[src/inc/pwm_pkg.sv]
// shared constants of the dual-slope pwm timer
package pwm_pkg;
  // ------------------------------------------------------------------
  // register byte offsets
  // ------------------------------------------------------------------
  localparam logic [7:0] OFF_CTRL_A = 8'h00;
  localparam logic [7:0] OFF_CTRL_B = 8'h04;
  localparam logic [7:0] OFF_COUNT  = 8'h08;
  localparam logic [7:0] OFF_CMP_A  = 8'h0c;
  localparam logic [7:0] OFF_CMP_B  = 8'h10;
  localparam logic [7:0] OFF_CAPT   = 8'h14;
  localparam logic [7:0] OFF_FLAGS  = 8'h18;
  localparam logic [7:0] OFF_PIN    = 8'h1c;
  // ------------------------------------------------------------------
  // field positions and reset values
  // ------------------------------------------------------------------
  localparam int CA_MODE_A_LSB = 6;
  localparam int CA_MODE_B_LSB = 4;
  localparam logic [7:0] CA_WMASK = 8'hf3;
  localparam logic [7:0] CTRL_A_RST = 8'h00;
  localparam int CB_WAVE_HI_LSB = 3;
  localparam logic [4:0] CTRL_B_RST = 5'h00;
  localparam int FL_OVF  = 0;
  localparam int FL_CMPA = 1;
  localparam int FL_CMPB = 2;
  localparam int FL_CAPT = 3;
  // pin register: bits 1:0 direction, bits 3:2 output enable
  localparam int PIN_DIR_LSB = 0;
  localparam int PIN_EN_LSB  = 2;
  // ------------------------------------------------------------------
  // modes and encodings
  // ------------------------------------------------------------------
  localparam logic [3:0] WAVE_PFC_CAPT = 4'h8;
  localparam logic [3:0] WAVE_PFC_CMPA = 4'h9;
  localparam logic [1:0] OM_OFF    = 2'h0;
  localparam logic [1:0] OM_TOGGLE = 2'h1;
  localparam logic [1:0] OM_NONINV = 2'h2;
  localparam logic [1:0] OM_INV    = 2'h3;
  localparam logic [15:0] TOP_MIN  = 16'h0003;
  // prescaler select codes and divide counts minus one
  localparam logic [2:0] PS_STOP = 3'h0;
  localparam logic [2:0] PS_1    = 3'h1;
  localparam logic [2:0] PS_8    = 3'h2;
  localparam logic [2:0] PS_64   = 3'h3;
  localparam logic [2:0] PS_256  = 3'h4;
  localparam logic [2:0] PS_1024 = 3'h5;
  localparam logic [9:0] DIV_1    = 10'h000;
  localparam logic [9:0] DIV_8    = 10'h007;
  localparam logic [9:0] DIV_64   = 10'h03f;
  localparam logic [9:0] DIV_256  = 10'h0ff;
  localparam logic [9:0] DIV_1024 = 10'h3ff;
endpackage

[src/inc/tick_if.sv]
// timer tick link between the timer core and its prescaler
`timescale 1ns/1ps
interface tick_if;
  logic [2:0] sel;
  logic       tick;
  modport core (output sel, input tick);
  modport div  (input sel, output tick);
endinterface

[src/rtl/pwm_timer.sv]
// dual-slope symmetric pwm timer with apb registers
//
// The address map and register access over APB were chosen for this implementation.
`timescale 1ns/1ps
module pwm_timer
  import pwm_pkg::*;
(
  input  wire logic        clk,
  input  wire logic        rst_n,
  input  wire logic        psel,
  input  wire logic        penable,
  input  wire logic        pwrite,
  input  wire logic [7:0]  paddr,
  input  wire logic [31:0] pwdata,
  output logic      [31:0] prdata,
  output logic             pready,
  output logic             pslverr,
  output logic      [1:0]  pwm_out,
  output logic      [1:0]  pwm_oe_n
);
  // ------------------------------------------------------------------
  // state
  // ------------------------------------------------------------------
  typedef struct packed {
    logic [7:0]  ctrl_a;
    logic [4:0]  ctrl_b;
    logic [15:0] cnt;
    logic        down;
    logic [15:0] cmp_a;
    logic [15:0] cmp_b;
    logic [15:0] buf_a;
    logic [15:0] buf_b;
    logic [15:0] capt;
    logic [3:0]  flags;
    logic [3:0]  pin_cfg;
    logic [1:0]  oc;
    logic [1:0]  pin_out;
    logic [1:0]  oe_n;
    logic [31:0] prdata;
    logic        pready;
    logic        pslverr;
  } tmr_state_t;

  tmr_state_t st_ff;
  tmr_state_t nxt_st;

  tick_if tk ();

  tick_prescaler u_prescaler (
    .clk   (clk),
    .rst_n (rst_n),
    .tk    (tk)
  );

  // ------------------------------------------------------------------
  // decode of the current mode
  // ------------------------------------------------------------------
  logic [3:0]  wave;
  logic        pfc;
  logic [15:0] top_raw;
  logic [15:0] top;
  logic        tick;
  logic        up;
  logic [1:0]  om [2];
  logic [1:0]  hit;

  always_comb begin
    wave = {st_ff.ctrl_b[CB_WAVE_HI_LSB +: 2], st_ff.ctrl_a[1:0]};
    pfc = (wave == WAVE_PFC_CAPT) || (wave == WAVE_PFC_CMPA);
    top_raw = (wave == WAVE_PFC_CMPA) ? st_ff.cmp_a : st_ff.capt;
    // a top below three would stall the slopes; clamp to the minimum
    top = (top_raw < TOP_MIN) ? TOP_MIN : top_raw;
    tick = tk.tick && pfc;
    // top belongs to the falling slope and bottom to the rising one, so
    // compare at top keeps a non-inverted output high, at zero low
    up = (st_ff.cnt == 16'h0000)
         || (!st_ff.down && (st_ff.cnt < top));
    om[0] = st_ff.ctrl_a[CA_MODE_A_LSB +: 2];
    om[1] = st_ff.ctrl_a[CA_MODE_B_LSB +: 2];
    hit[0] = (st_ff.cnt == st_ff.cmp_a);
    hit[1] = (st_ff.cnt == st_ff.cmp_b);
  end

  // ------------------------------------------------------------------
  // next state
  // ------------------------------------------------------------------
  logic        acc;
  logic        wr;
  logic [31:0] rd;
  logic        bad;
  logic [3:0]  set_fl;
  logic [3:0]  clr_fl;
  logic [3:0]  new_wave;
  logic [1:0]  new_om [2];
  logic [1:0]  link;

  always_comb begin
    nxt_st = st_ff;
    set_fl = 4'h0;
    clr_fl = 4'h0;
    acc = psel && penable && st_ff.pready;
    wr  = acc && pwrite;
    bad = 1'b0;
    rd  = 32'h0000_0000;
    unique case (paddr)
      OFF_CTRL_A: rd = {24'h00_0000, st_ff.ctrl_a};
      OFF_CTRL_B: rd = {27'h000_0000, st_ff.ctrl_b};
      OFF_COUNT:  rd = {16'h0000, st_ff.cnt};
      OFF_CMP_A:  rd = {16'h0000, st_ff.buf_a};
      OFF_CMP_B:  rd = {16'h0000, st_ff.buf_b};
      OFF_CAPT:   rd = {16'h0000, st_ff.capt};
      OFF_FLAGS:  rd = {28'h000_0000, st_ff.flags};
      OFF_PIN:    rd = {28'h000_0000, st_ff.pin_cfg};
      default:    bad = 1'b1;
    endcase

    // one wait state: answer prepared in the first access cycle
    nxt_st.pready = psel && penable && !st_ff.pready;
    if (psel && penable && !st_ff.pready) begin
      nxt_st.prdata  = rd;
      nxt_st.pslverr = bad;
    end else if (acc) begin
      nxt_st.pslverr = 1'b0;
    end

    // counter, only in the two dual-slope modes
    if (tick) begin
      if (st_ff.cnt == 16'h0000) begin
        nxt_st.cmp_a = st_ff.buf_a;
        nxt_st.cmp_b = st_ff.buf_b;
        set_fl[FL_OVF] = 1'b1;
        nxt_st.cnt  = 16'h0001;
        nxt_st.down = 1'b0;
      end else if (!st_ff.down && st_ff.cnt >= top) begin
        nxt_st.down = 1'b1;
        nxt_st.cnt  = st_ff.cnt - 16'h0001;
        if (wave == WAVE_PFC_CAPT) begin
          set_fl[FL_CAPT] = 1'b1;
        end else begin
          set_fl[FL_CMPA] = 1'b1;
        end
      end else if (st_ff.down) begin
        nxt_st.cnt = st_ff.cnt - 16'h0001;
      end else begin
        nxt_st.cnt = st_ff.cnt + 16'h0001;
      end
      set_fl[FL_CMPA] = set_fl[FL_CMPA] | hit[0];
      set_fl[FL_CMPB] = set_fl[FL_CMPB] | hit[1];
      for (int i = 0; i < 2; i++) begin
        if (hit[i]) begin
          unique case (om[i])
            OM_NONINV: nxt_st.oc[i] = !up;
            OM_INV:    nxt_st.oc[i] = up;
            OM_TOGGLE: begin
              if (i == 0 && wave[3]) begin
                nxt_st.oc[i] = !st_ff.oc[i];
              end
            end
            OM_OFF:    nxt_st.oc[i] = st_ff.oc[i];
          endcase
        end
      end
    end else if (!pfc) begin
      // outside the dual-slope modes compares follow writes at once
      nxt_st.cmp_a = st_ff.buf_a;
      nxt_st.cmp_b = st_ff.buf_b;
    end

    // software writes; a count write overrides the tick update
    if (wr) begin
      unique case (paddr)
        OFF_CTRL_A: nxt_st.ctrl_a = pwdata[7:0] & CA_WMASK;
        OFF_CTRL_B: nxt_st.ctrl_b = pwdata[4:0];
        OFF_COUNT:  nxt_st.cnt    = pwdata[15:0];
        OFF_CMP_A:  nxt_st.buf_a  = pwdata[15:0];
        OFF_CMP_B:  nxt_st.buf_b  = pwdata[15:0];
        OFF_CAPT:   nxt_st.capt   = pwdata[15:0];
        OFF_FLAGS:  clr_fl        = pwdata[3:0];
        OFF_PIN:    nxt_st.pin_cfg = pwdata[3:0];
        default:    nxt_st.pin_cfg = st_ff.pin_cfg;
      endcase
    end
    // a flag event in the clearing cycle is kept
    nxt_st.flags = (st_ff.flags & ~clr_fl) | set_fl;

    // pin drive: output mode connects, direction and enable gate; the
    // toggle code reaches channel a only, and only with the top mode bit
    new_wave = {nxt_st.ctrl_b[CB_WAVE_HI_LSB +: 2], nxt_st.ctrl_a[1:0]};
    for (int i = 0; i < 2; i++) begin
      new_om[i] = nxt_st.ctrl_a[CA_MODE_B_LSB + 2 - 2 * i +: 2];
      link[i] = (new_om[i] != OM_OFF)
                && !(new_om[i] == OM_TOGGLE
                     && (i == 1 || !new_wave[3]));
      nxt_st.pin_out[i] = nxt_st.oc[i];
      nxt_st.oe_n[i] = !(link[i] && nxt_st.pin_cfg[PIN_DIR_LSB + i]
                         && nxt_st.pin_cfg[PIN_EN_LSB + i]);
    end
  end

  // ------------------------------------------------------------------
  // registers
  // ------------------------------------------------------------------
  always_ff @(posedge clk) begin
    if (!rst_n) begin
      st_ff        <= '0;
      st_ff.ctrl_a <= CTRL_A_RST;
      st_ff.ctrl_b <= CTRL_B_RST;
      st_ff.oe_n   <= 2'h3;
    end else begin
      st_ff <= nxt_st;
    end
  end

  assign tk.sel   = st_ff.ctrl_b[2:0];
  assign prdata   = st_ff.prdata;
  assign pready   = st_ff.pready;
  assign pslverr  = st_ff.pslverr;
  assign pwm_out  = st_ff.pin_out;
  assign pwm_oe_n = st_ff.oe_n;

  // ------------------------------------------------------------------
  // checks
  // ------------------------------------------------------------------
  logic cnt_wr;
  assign cnt_wr = wr && (paddr == OFF_COUNT);

  a_count_rising: assert property (@(posedge clk) disable iff (!rst_n)
    (tick && !cnt_wr && !st_ff.down && st_ff.cnt != 16'h0000
     && st_ff.cnt < top) |=> st_ff.cnt == $past(st_ff.cnt) + 16'h0001)
    else $error("counter did not step up");

  a_count_falling: assert property (@(posedge clk) disable iff (!rst_n)
    (tick && !cnt_wr && st_ff.down && st_ff.cnt != 16'h0000) |=>
      st_ff.cnt == $past(st_ff.cnt) - 16'h0001)
    else $error("counter did not step down");

  a_bottom_turn: assert property (@(posedge clk) disable iff (!rst_n)
    (tick && !cnt_wr && st_ff.cnt == 16'h0000) |=>
      st_ff.cnt == 16'h0001 && !st_ff.down)
    else $error("counter did not turn up at bottom");

  a_count_held: assert property (@(posedge clk) disable iff (!rst_n)
    (!pfc && !cnt_wr) |=> st_ff.cnt == $past(st_ff.cnt))
    else $error("counter moved outside the dual-slope modes");

  a_turn_at_top: assert property (@(posedge clk) disable iff (!rst_n)
    (tick && !cnt_wr && !st_ff.down && st_ff.cnt == top) |=>
      st_ff.down && st_ff.cnt == $past(st_ff.cnt) - 16'h0001)
    else $error("counter did not turn at top");

  a_bottom_load: assert property (@(posedge clk) disable iff (!rst_n)
    (tick && st_ff.cnt == 16'h0000) |=>
      st_ff.flags[FL_OVF] && st_ff.cmp_a == $past(st_ff.buf_a))
    else $error("no overflow flag or load at bottom");

  a_ovf_no_stray: assert property (@(posedge clk) disable iff (!rst_n)
    (!st_ff.flags[FL_OVF] && !(tick && st_ff.cnt == 16'h0000)) |=>
      !st_ff.flags[FL_OVF])
    else $error("overflow flag set away from bottom");

  a_hold_compare: assert property (@(posedge clk) disable iff (!rst_n)
    (pfc && st_ff.cnt != 16'h0000) |=>
      st_ff.cmp_b == $past(st_ff.cmp_b))
    else $error("compare b changed away from bottom");

  a_match_flag_a: assert property (@(posedge clk) disable iff (!rst_n)
    (tick && st_ff.cnt == st_ff.cmp_a) |=> st_ff.flags[FL_CMPA])
    else $error("compare a match flag not set");

  a_match_flag_b: assert property (@(posedge clk) disable iff (!rst_n)
    (tick && st_ff.cnt == st_ff.cmp_b) |=> st_ff.flags[FL_CMPB])
    else $error("compare b match flag not set");

  a_noninv_up: assert property (@(posedge clk) disable iff (!rst_n)
    (tick && up && hit[0] && om[0] == OM_NONINV) |=> !st_ff.oc[0])
    else $error("non-inverted output not cleared on up match");

  a_noninv_down: assert property (@(posedge clk) disable iff (!rst_n)
    (tick && !up && hit[0] && om[0] == OM_NONINV) |=> st_ff.oc[0])
    else $error("non-inverted output not set on down match");

  a_inv_up: assert property (@(posedge clk) disable iff (!rst_n)
    (tick && up && hit[1] && om[1] == OM_INV) |=> st_ff.oc[1])
    else $error("inverted output not set on up match");

  a_inv_down: assert property (@(posedge clk) disable iff (!rst_n)
    (tick && !up && hit[1] && om[1] == OM_INV) |=> !st_ff.oc[1])
    else $error("inverted output not cleared on down match");

  a_toggle_a: assert property (@(posedge clk) disable iff (!rst_n)
    (tick && hit[0] && om[0] == OM_TOGGLE && wave[3]) |=>
      st_ff.oc[0] != $past(st_ff.oc[0]))
    else $error("channel a did not toggle on match");

  a_capt_top: assert property (@(posedge clk) disable iff (!rst_n)
    (tick && wave == WAVE_PFC_CAPT && !st_ff.down && st_ff.cnt == top)
      |=> st_ff.flags[FL_CAPT])
    else $error("capture flag not set at top");

  a_capt_no_stray: assert property (@(posedge clk) disable iff (!rst_n)
    (!st_ff.flags[FL_CAPT] && !(tick && wave == WAVE_PFC_CAPT
      && !st_ff.down && st_ff.cnt >= top)) |=> !st_ff.flags[FL_CAPT])
    else $error("capture flag set away from top");

  a_cmpa_top: assert property (@(posedge clk) disable iff (!rst_n)
    (tick && wave == WAVE_PFC_CMPA && !st_ff.down && st_ff.cnt == top)
      |=> st_ff.flags[FL_CMPA])
    else $error("compare a flag not set at top");

  a_pin_gate: assert property (@(posedge clk) disable iff (!rst_n)
    !pwm_oe_n[0] |-> st_ff.pin_cfg[PIN_DIR_LSB]
      && st_ff.pin_cfg[PIN_EN_LSB])
    else $error("pin driven without direction and enable");

  a_pin_gate_b: assert property (@(posedge clk) disable iff (!rst_n)
    !pwm_oe_n[1] |-> st_ff.pin_cfg[PIN_DIR_LSB + 1]
      && st_ff.pin_cfg[PIN_EN_LSB + 1])
    else $error("pin b driven without direction and enable");

  a_rsvd_zero: assert property (@(posedge clk) disable iff (!rst_n)
    st_ff.ctrl_a[3:2] == 2'h0)
    else $error("reserved control bits not zero");

  a_apb_answer: assert property (@(posedge clk) disable iff (!rst_n)
    (psel && penable && !pready) |=> pready ##1 !pready)
    else $error("apb answer not one cycle after access");
endmodule

[src/rtl/tick_prescaler.sv]
// prescaler making the one-cycle timer tick enable
`timescale 1ns/1ps
module tick_prescaler
  import pwm_pkg::*;
(
  input  wire logic clk,
  input  wire logic rst_n,
  tick_if.div       tk
);
  typedef struct packed {
    logic [9:0] cnt;
    logic       tick;
  } ps_state_t;

  ps_state_t  ps_ff;
  ps_state_t  nxt_ps;
  logic [9:0] lim;
  logic       run;

  always_comb begin
    run = 1'b1;
    lim = DIV_1;
    unique case (tk.sel)
      PS_1:    lim = DIV_1;
      PS_8:    lim = DIV_8;
      PS_64:   lim = DIV_64;
      PS_256:  lim = DIV_256;
      PS_1024: lim = DIV_1024;
      default: run = 1'b0;
    endcase
    nxt_ps = ps_ff;
    nxt_ps.tick = 1'b0;
    if (!run) begin
      nxt_ps.cnt = 10'h000;
    end else if (ps_ff.cnt >= lim) begin
      nxt_ps.cnt  = 10'h000;
      nxt_ps.tick = 1'b1;
    end else begin
      nxt_ps.cnt = ps_ff.cnt + 10'h001;
    end
  end

  always_ff @(posedge clk) begin
    if (!rst_n) begin
      ps_ff <= '0;
    end else begin
      ps_ff <= nxt_ps;
    end
  end

  assign tk.tick = ps_ff.tick;

  a_tick_gap_64: assert property (@(posedge clk) disable iff (!rst_n)
    (tk.sel == PS_64 && $stable(tk.sel) && ps_ff.tick) |=>
      !ps_ff.tick [*8])
    else $error("tick repeated too soon at divide by 64");
endmodule

[config.mk]
export PLATFORM = sky130hd
export DESIGN_NAME = pwm_timer
export DESIGN_NICKNAME = d
export VERILOG_FILES = /design/src/inc/pwm_pkg.sv /design/src/inc/tick_if.sv /design/src/rtl/pwm_timer.sv /design/src/rtl/tick_prescaler.sv
export SDC_FILE = /design/constraint.sdc
export NUM_CORES = 1
export LEC_CHECK = 0
export ABC_AREA = 1
export BUFFER_PORTS_ARGS = -buffer_cell sky130_fd_sc_hd__buf_2
export CORE_UTILIZATION = 65
export DETAILED_ROUTE_END_ITERATION = 10
export PLACE_DENSITY_LB_ADDON = 0.12
export SLEW_MARGIN = 20
export SYNTH_ARGS = -nofsm -noshare
export SYNTH_HDL_FRONTEND = slang
export SYNTH_SLANG_ARGS = --single-unit
[constraint.sdc]
create_clock -name clk -period 5.2 [get_ports clk]
set_clock_uncertainty 0.15 [all_clocks]
set_input_delay 1.56 -clock clk [delete_from_list [all_inputs] [get_ports clk]]
set_output_delay 1.56 -clock clk [all_outputs]
set_load 0.03 [all_outputs]
==> reports/results.ini <==
[cts]
cts_setup_buffers=0
htree_levels=4
ctsHoldBuffers=0
cts-root-buf=clkbuf_16
post_cts_resized=0
cts_sinks=149
cts_buffer_depth=2
cts_buffers=17
clk_pin_slew_worst_paths_ps=70
clk_latency_ps=440
tritoncts=built

[route]
finalWirelength_um=24700
viasPerCell=5.85
drcViolationCount=0
detail_route.wl_per_cell_um=17.2
ant_nets=0
dr.pass1.iters=6
num_vias=8422
dr.first_iter.drc_count=1137

[synthesis]
syn_avg_cell_area_um2=7.10
yosysMostFrequentCell=nand2_1
ys_seq_area_frac=0.335
yosys_warnings=0
synth_common_cells=188 x nand2_1, 149 x dfxtp_1, 142 x o21ai_0
async_flop_share=0
synth-seq-cells=149
synth_top_area_cell=dfxtp_1
synthCells=1256
yosys.area.top_type_share=0.335
synthTopCellsByArea=dfxtp_1 33%, o21ai_0 8.0%, nand2_1 7.9%
synth.distinct_cells=51
syn-cell-area_um2=8920
synth-edff-count=0
synth_flop_cell=dfxtp_1

[timing]
rsz0062_at_grt=no
fin_ws_ps=981
min_period_ps=4220
finalCritPeriodShare=0.811
fmax_mhz=237
setup_tns_ps=0
setup_viol_count_final=0
drv_slew=0
finalHoldViolCount=0
slew-limit-headroom=0.312
worst_pin_slew_ps=1030

[flow_run]
maxCapViolations=0

[power]
powerDensity_nw_per_um2=259
ir_worst_vdd_mv=0.308
p_leak_nw=4.10

[status]
outcome=finished, final reports clean

[worst_setup_path]
cp_data_required_time_ps=5420
endpoint_kind=register
worstSetupPathType=register to register
critPathMaxFanout=31
arrival_ps=4440
cp-start-kind=register

[global_routing]
grt_max_degree=76
grt_usage=0.362
grt_pass1_wl_um=39800
grt_overflow=0
antenna_found_initial=0
grt_pass1_vias=7645

[floorplan]
dieWidth_um=119
core.rowCount=42
die_area_um2=14200
ios=83
fp.dieH_um=119
fp.coreArea_um2=13300
floorplan.initialDensity=0.671

[placement]
hpwl_um=17600
place_area_um2=8840
place_congestion=0.900
io_buffers=50
dp_slack_ps=1130
dp.cells=1406

[finish]
syn_to_final_growth_pct=5.42
drive_above_1_share=0.123
stdcell_count=1439
fillers=1154
finalInstanceArea_um2=9400
nets=1324

[min_path]
hp-class=register to register

routing by layer:
| layer | GRT usage | part of all wire | vias to the layer above |
|---|---|---|---|
| li1 | - | - | 4107 |
| met1 | 0.511 | 0.44 | 3836 |
| met2 | 0.527 | 0.43 | 418 |
| met3 | 0.0738 | 0.10 | 61 |
| met4 | 0.167 | 0.033 | 0 |
| met5 | 0 | 0 | - |
path summary, 6_finish.rpt:
check / endpoint / slack (ps) / start / cells past startpoint
hold / removal: u_prescaler.ps_ff[1]$_SDFF_PP0_ / 310 / u_prescaler.ps_ff[1]$_SDFF_PP0_ / 1
hold reg to reg: u_prescaler.ps_ff[1]$_SDFF_PP0_ / 310 / u_prescaler.ps_ff[1]$_SDFF_PP0_ / 1
setup / recovery: st_ff[141]$_SDFF_PN0_ / 980 / st_ff[149]$_SDFF_PN0_ / 15
setup reg to reg: st_ff[141]$_SDFF_PN0_ / 980 / st_ff[149]$_SDFF_PN0_ / 15
layout make-up:
| type | instances | area [um2] | share of cell area |
|---|---|---|---|
| Multi-Input combinational cell | 880 | 4790 | 0.510 |
| Sequential cell | 149 | 2980 | 0.317 |
| Inverter | 147 | 561 | 0.0596 |
| Clock buffer | 18 | 429 | 0.0457 |
| Timing Repair Buffer | 54 | 280 | 0.0298 |
| Tap cell | 176 | 220 | 0.0234 |
| Clock inverter | 14 | 133 | 0.0141 |
| Antenna cell | 1 | 2.50 | 0.000266 |
sequential cells by signal, summed over array words and instances, names as in the netlist:
name	cells
pready	1
pwm_out	2
om	4
prdata	16
u_prescaler.ps_ff	10
u_prescaler.tk.tick	1
pwm_oe_n	2
pslverr	1
st_ff	112
cell usage in the layout (no fill, tap or decap), types with 3 or more instances in the layout:
cell       count
nand2_2        9
inv_4          3
clkinv_4       3
inv_1        125
inv_6          5
inv_8          3
o211ai_1       4
a211oi_1       4
ha_1          30
buf_4          4
nand4_1       28
a21oi_1      124
nor4_1         3
nor2_2         4
nor2_1       123
or2_2          8
nand3_1       48
nor2_4         8
inv_2         17
xnor2_1        9
o22ai_1       21
clkbuf_16     17
nand2_1      188
o31ai_1        5
nor3_1        10
dfxtp_1      149
nand3_2        3
buf_2         50
xor2_1        42
o21ai_0      142
nand3b_1       6
conb_1        16
a211oi_2       5
o21ai_1       19
worst max-delay path, cell delays in order, from the launching register on:
cell and delay [ps]:
dfxtp_1 420, nand3_2 120, clkinv_2 130, nand2_4 220, o21ai_0 670, nand4_1 170
nor2_1 230, a21boi_1 110, ha_1 290, nand2_1 70, nor2_1 40, nand3_1 410
nand4_1 630, nand2_1 230, nand3_1 100, a21oi_1 140
cells by family after synthesis:
kind of cell    Yosys count  synth area share
simple gates            450             0.237
compound gates          333             0.201
buf+inv                 242             0.134
flops                   149             0.335
xor+xnor                 51            0.0501
fa+ha+maj                30            0.0421
other cells               1          0.000421
where the power goes:
part	switching [W]	internal (W)	leakage, nW
combinational	0.0000742	0.0000205	2.62
sequential	0.000000852	0.00114	1.20
clock	0.000566	0.000632	0.275
metrics by stage:
step           total power, W  hold slack, ps  utilization
3_5_place_dp          0.00126             305        0.665
3_3_place_gp          0.00126             299        0.665
6_report              0.00244             313        0.707
2_1_floorplan         0.00123             280            -
4_1_cts               0.00243             315        0.707
5_1_grt               0.00249             337        0.707
No activity file was read; power rests on OpenSTA's default activity.
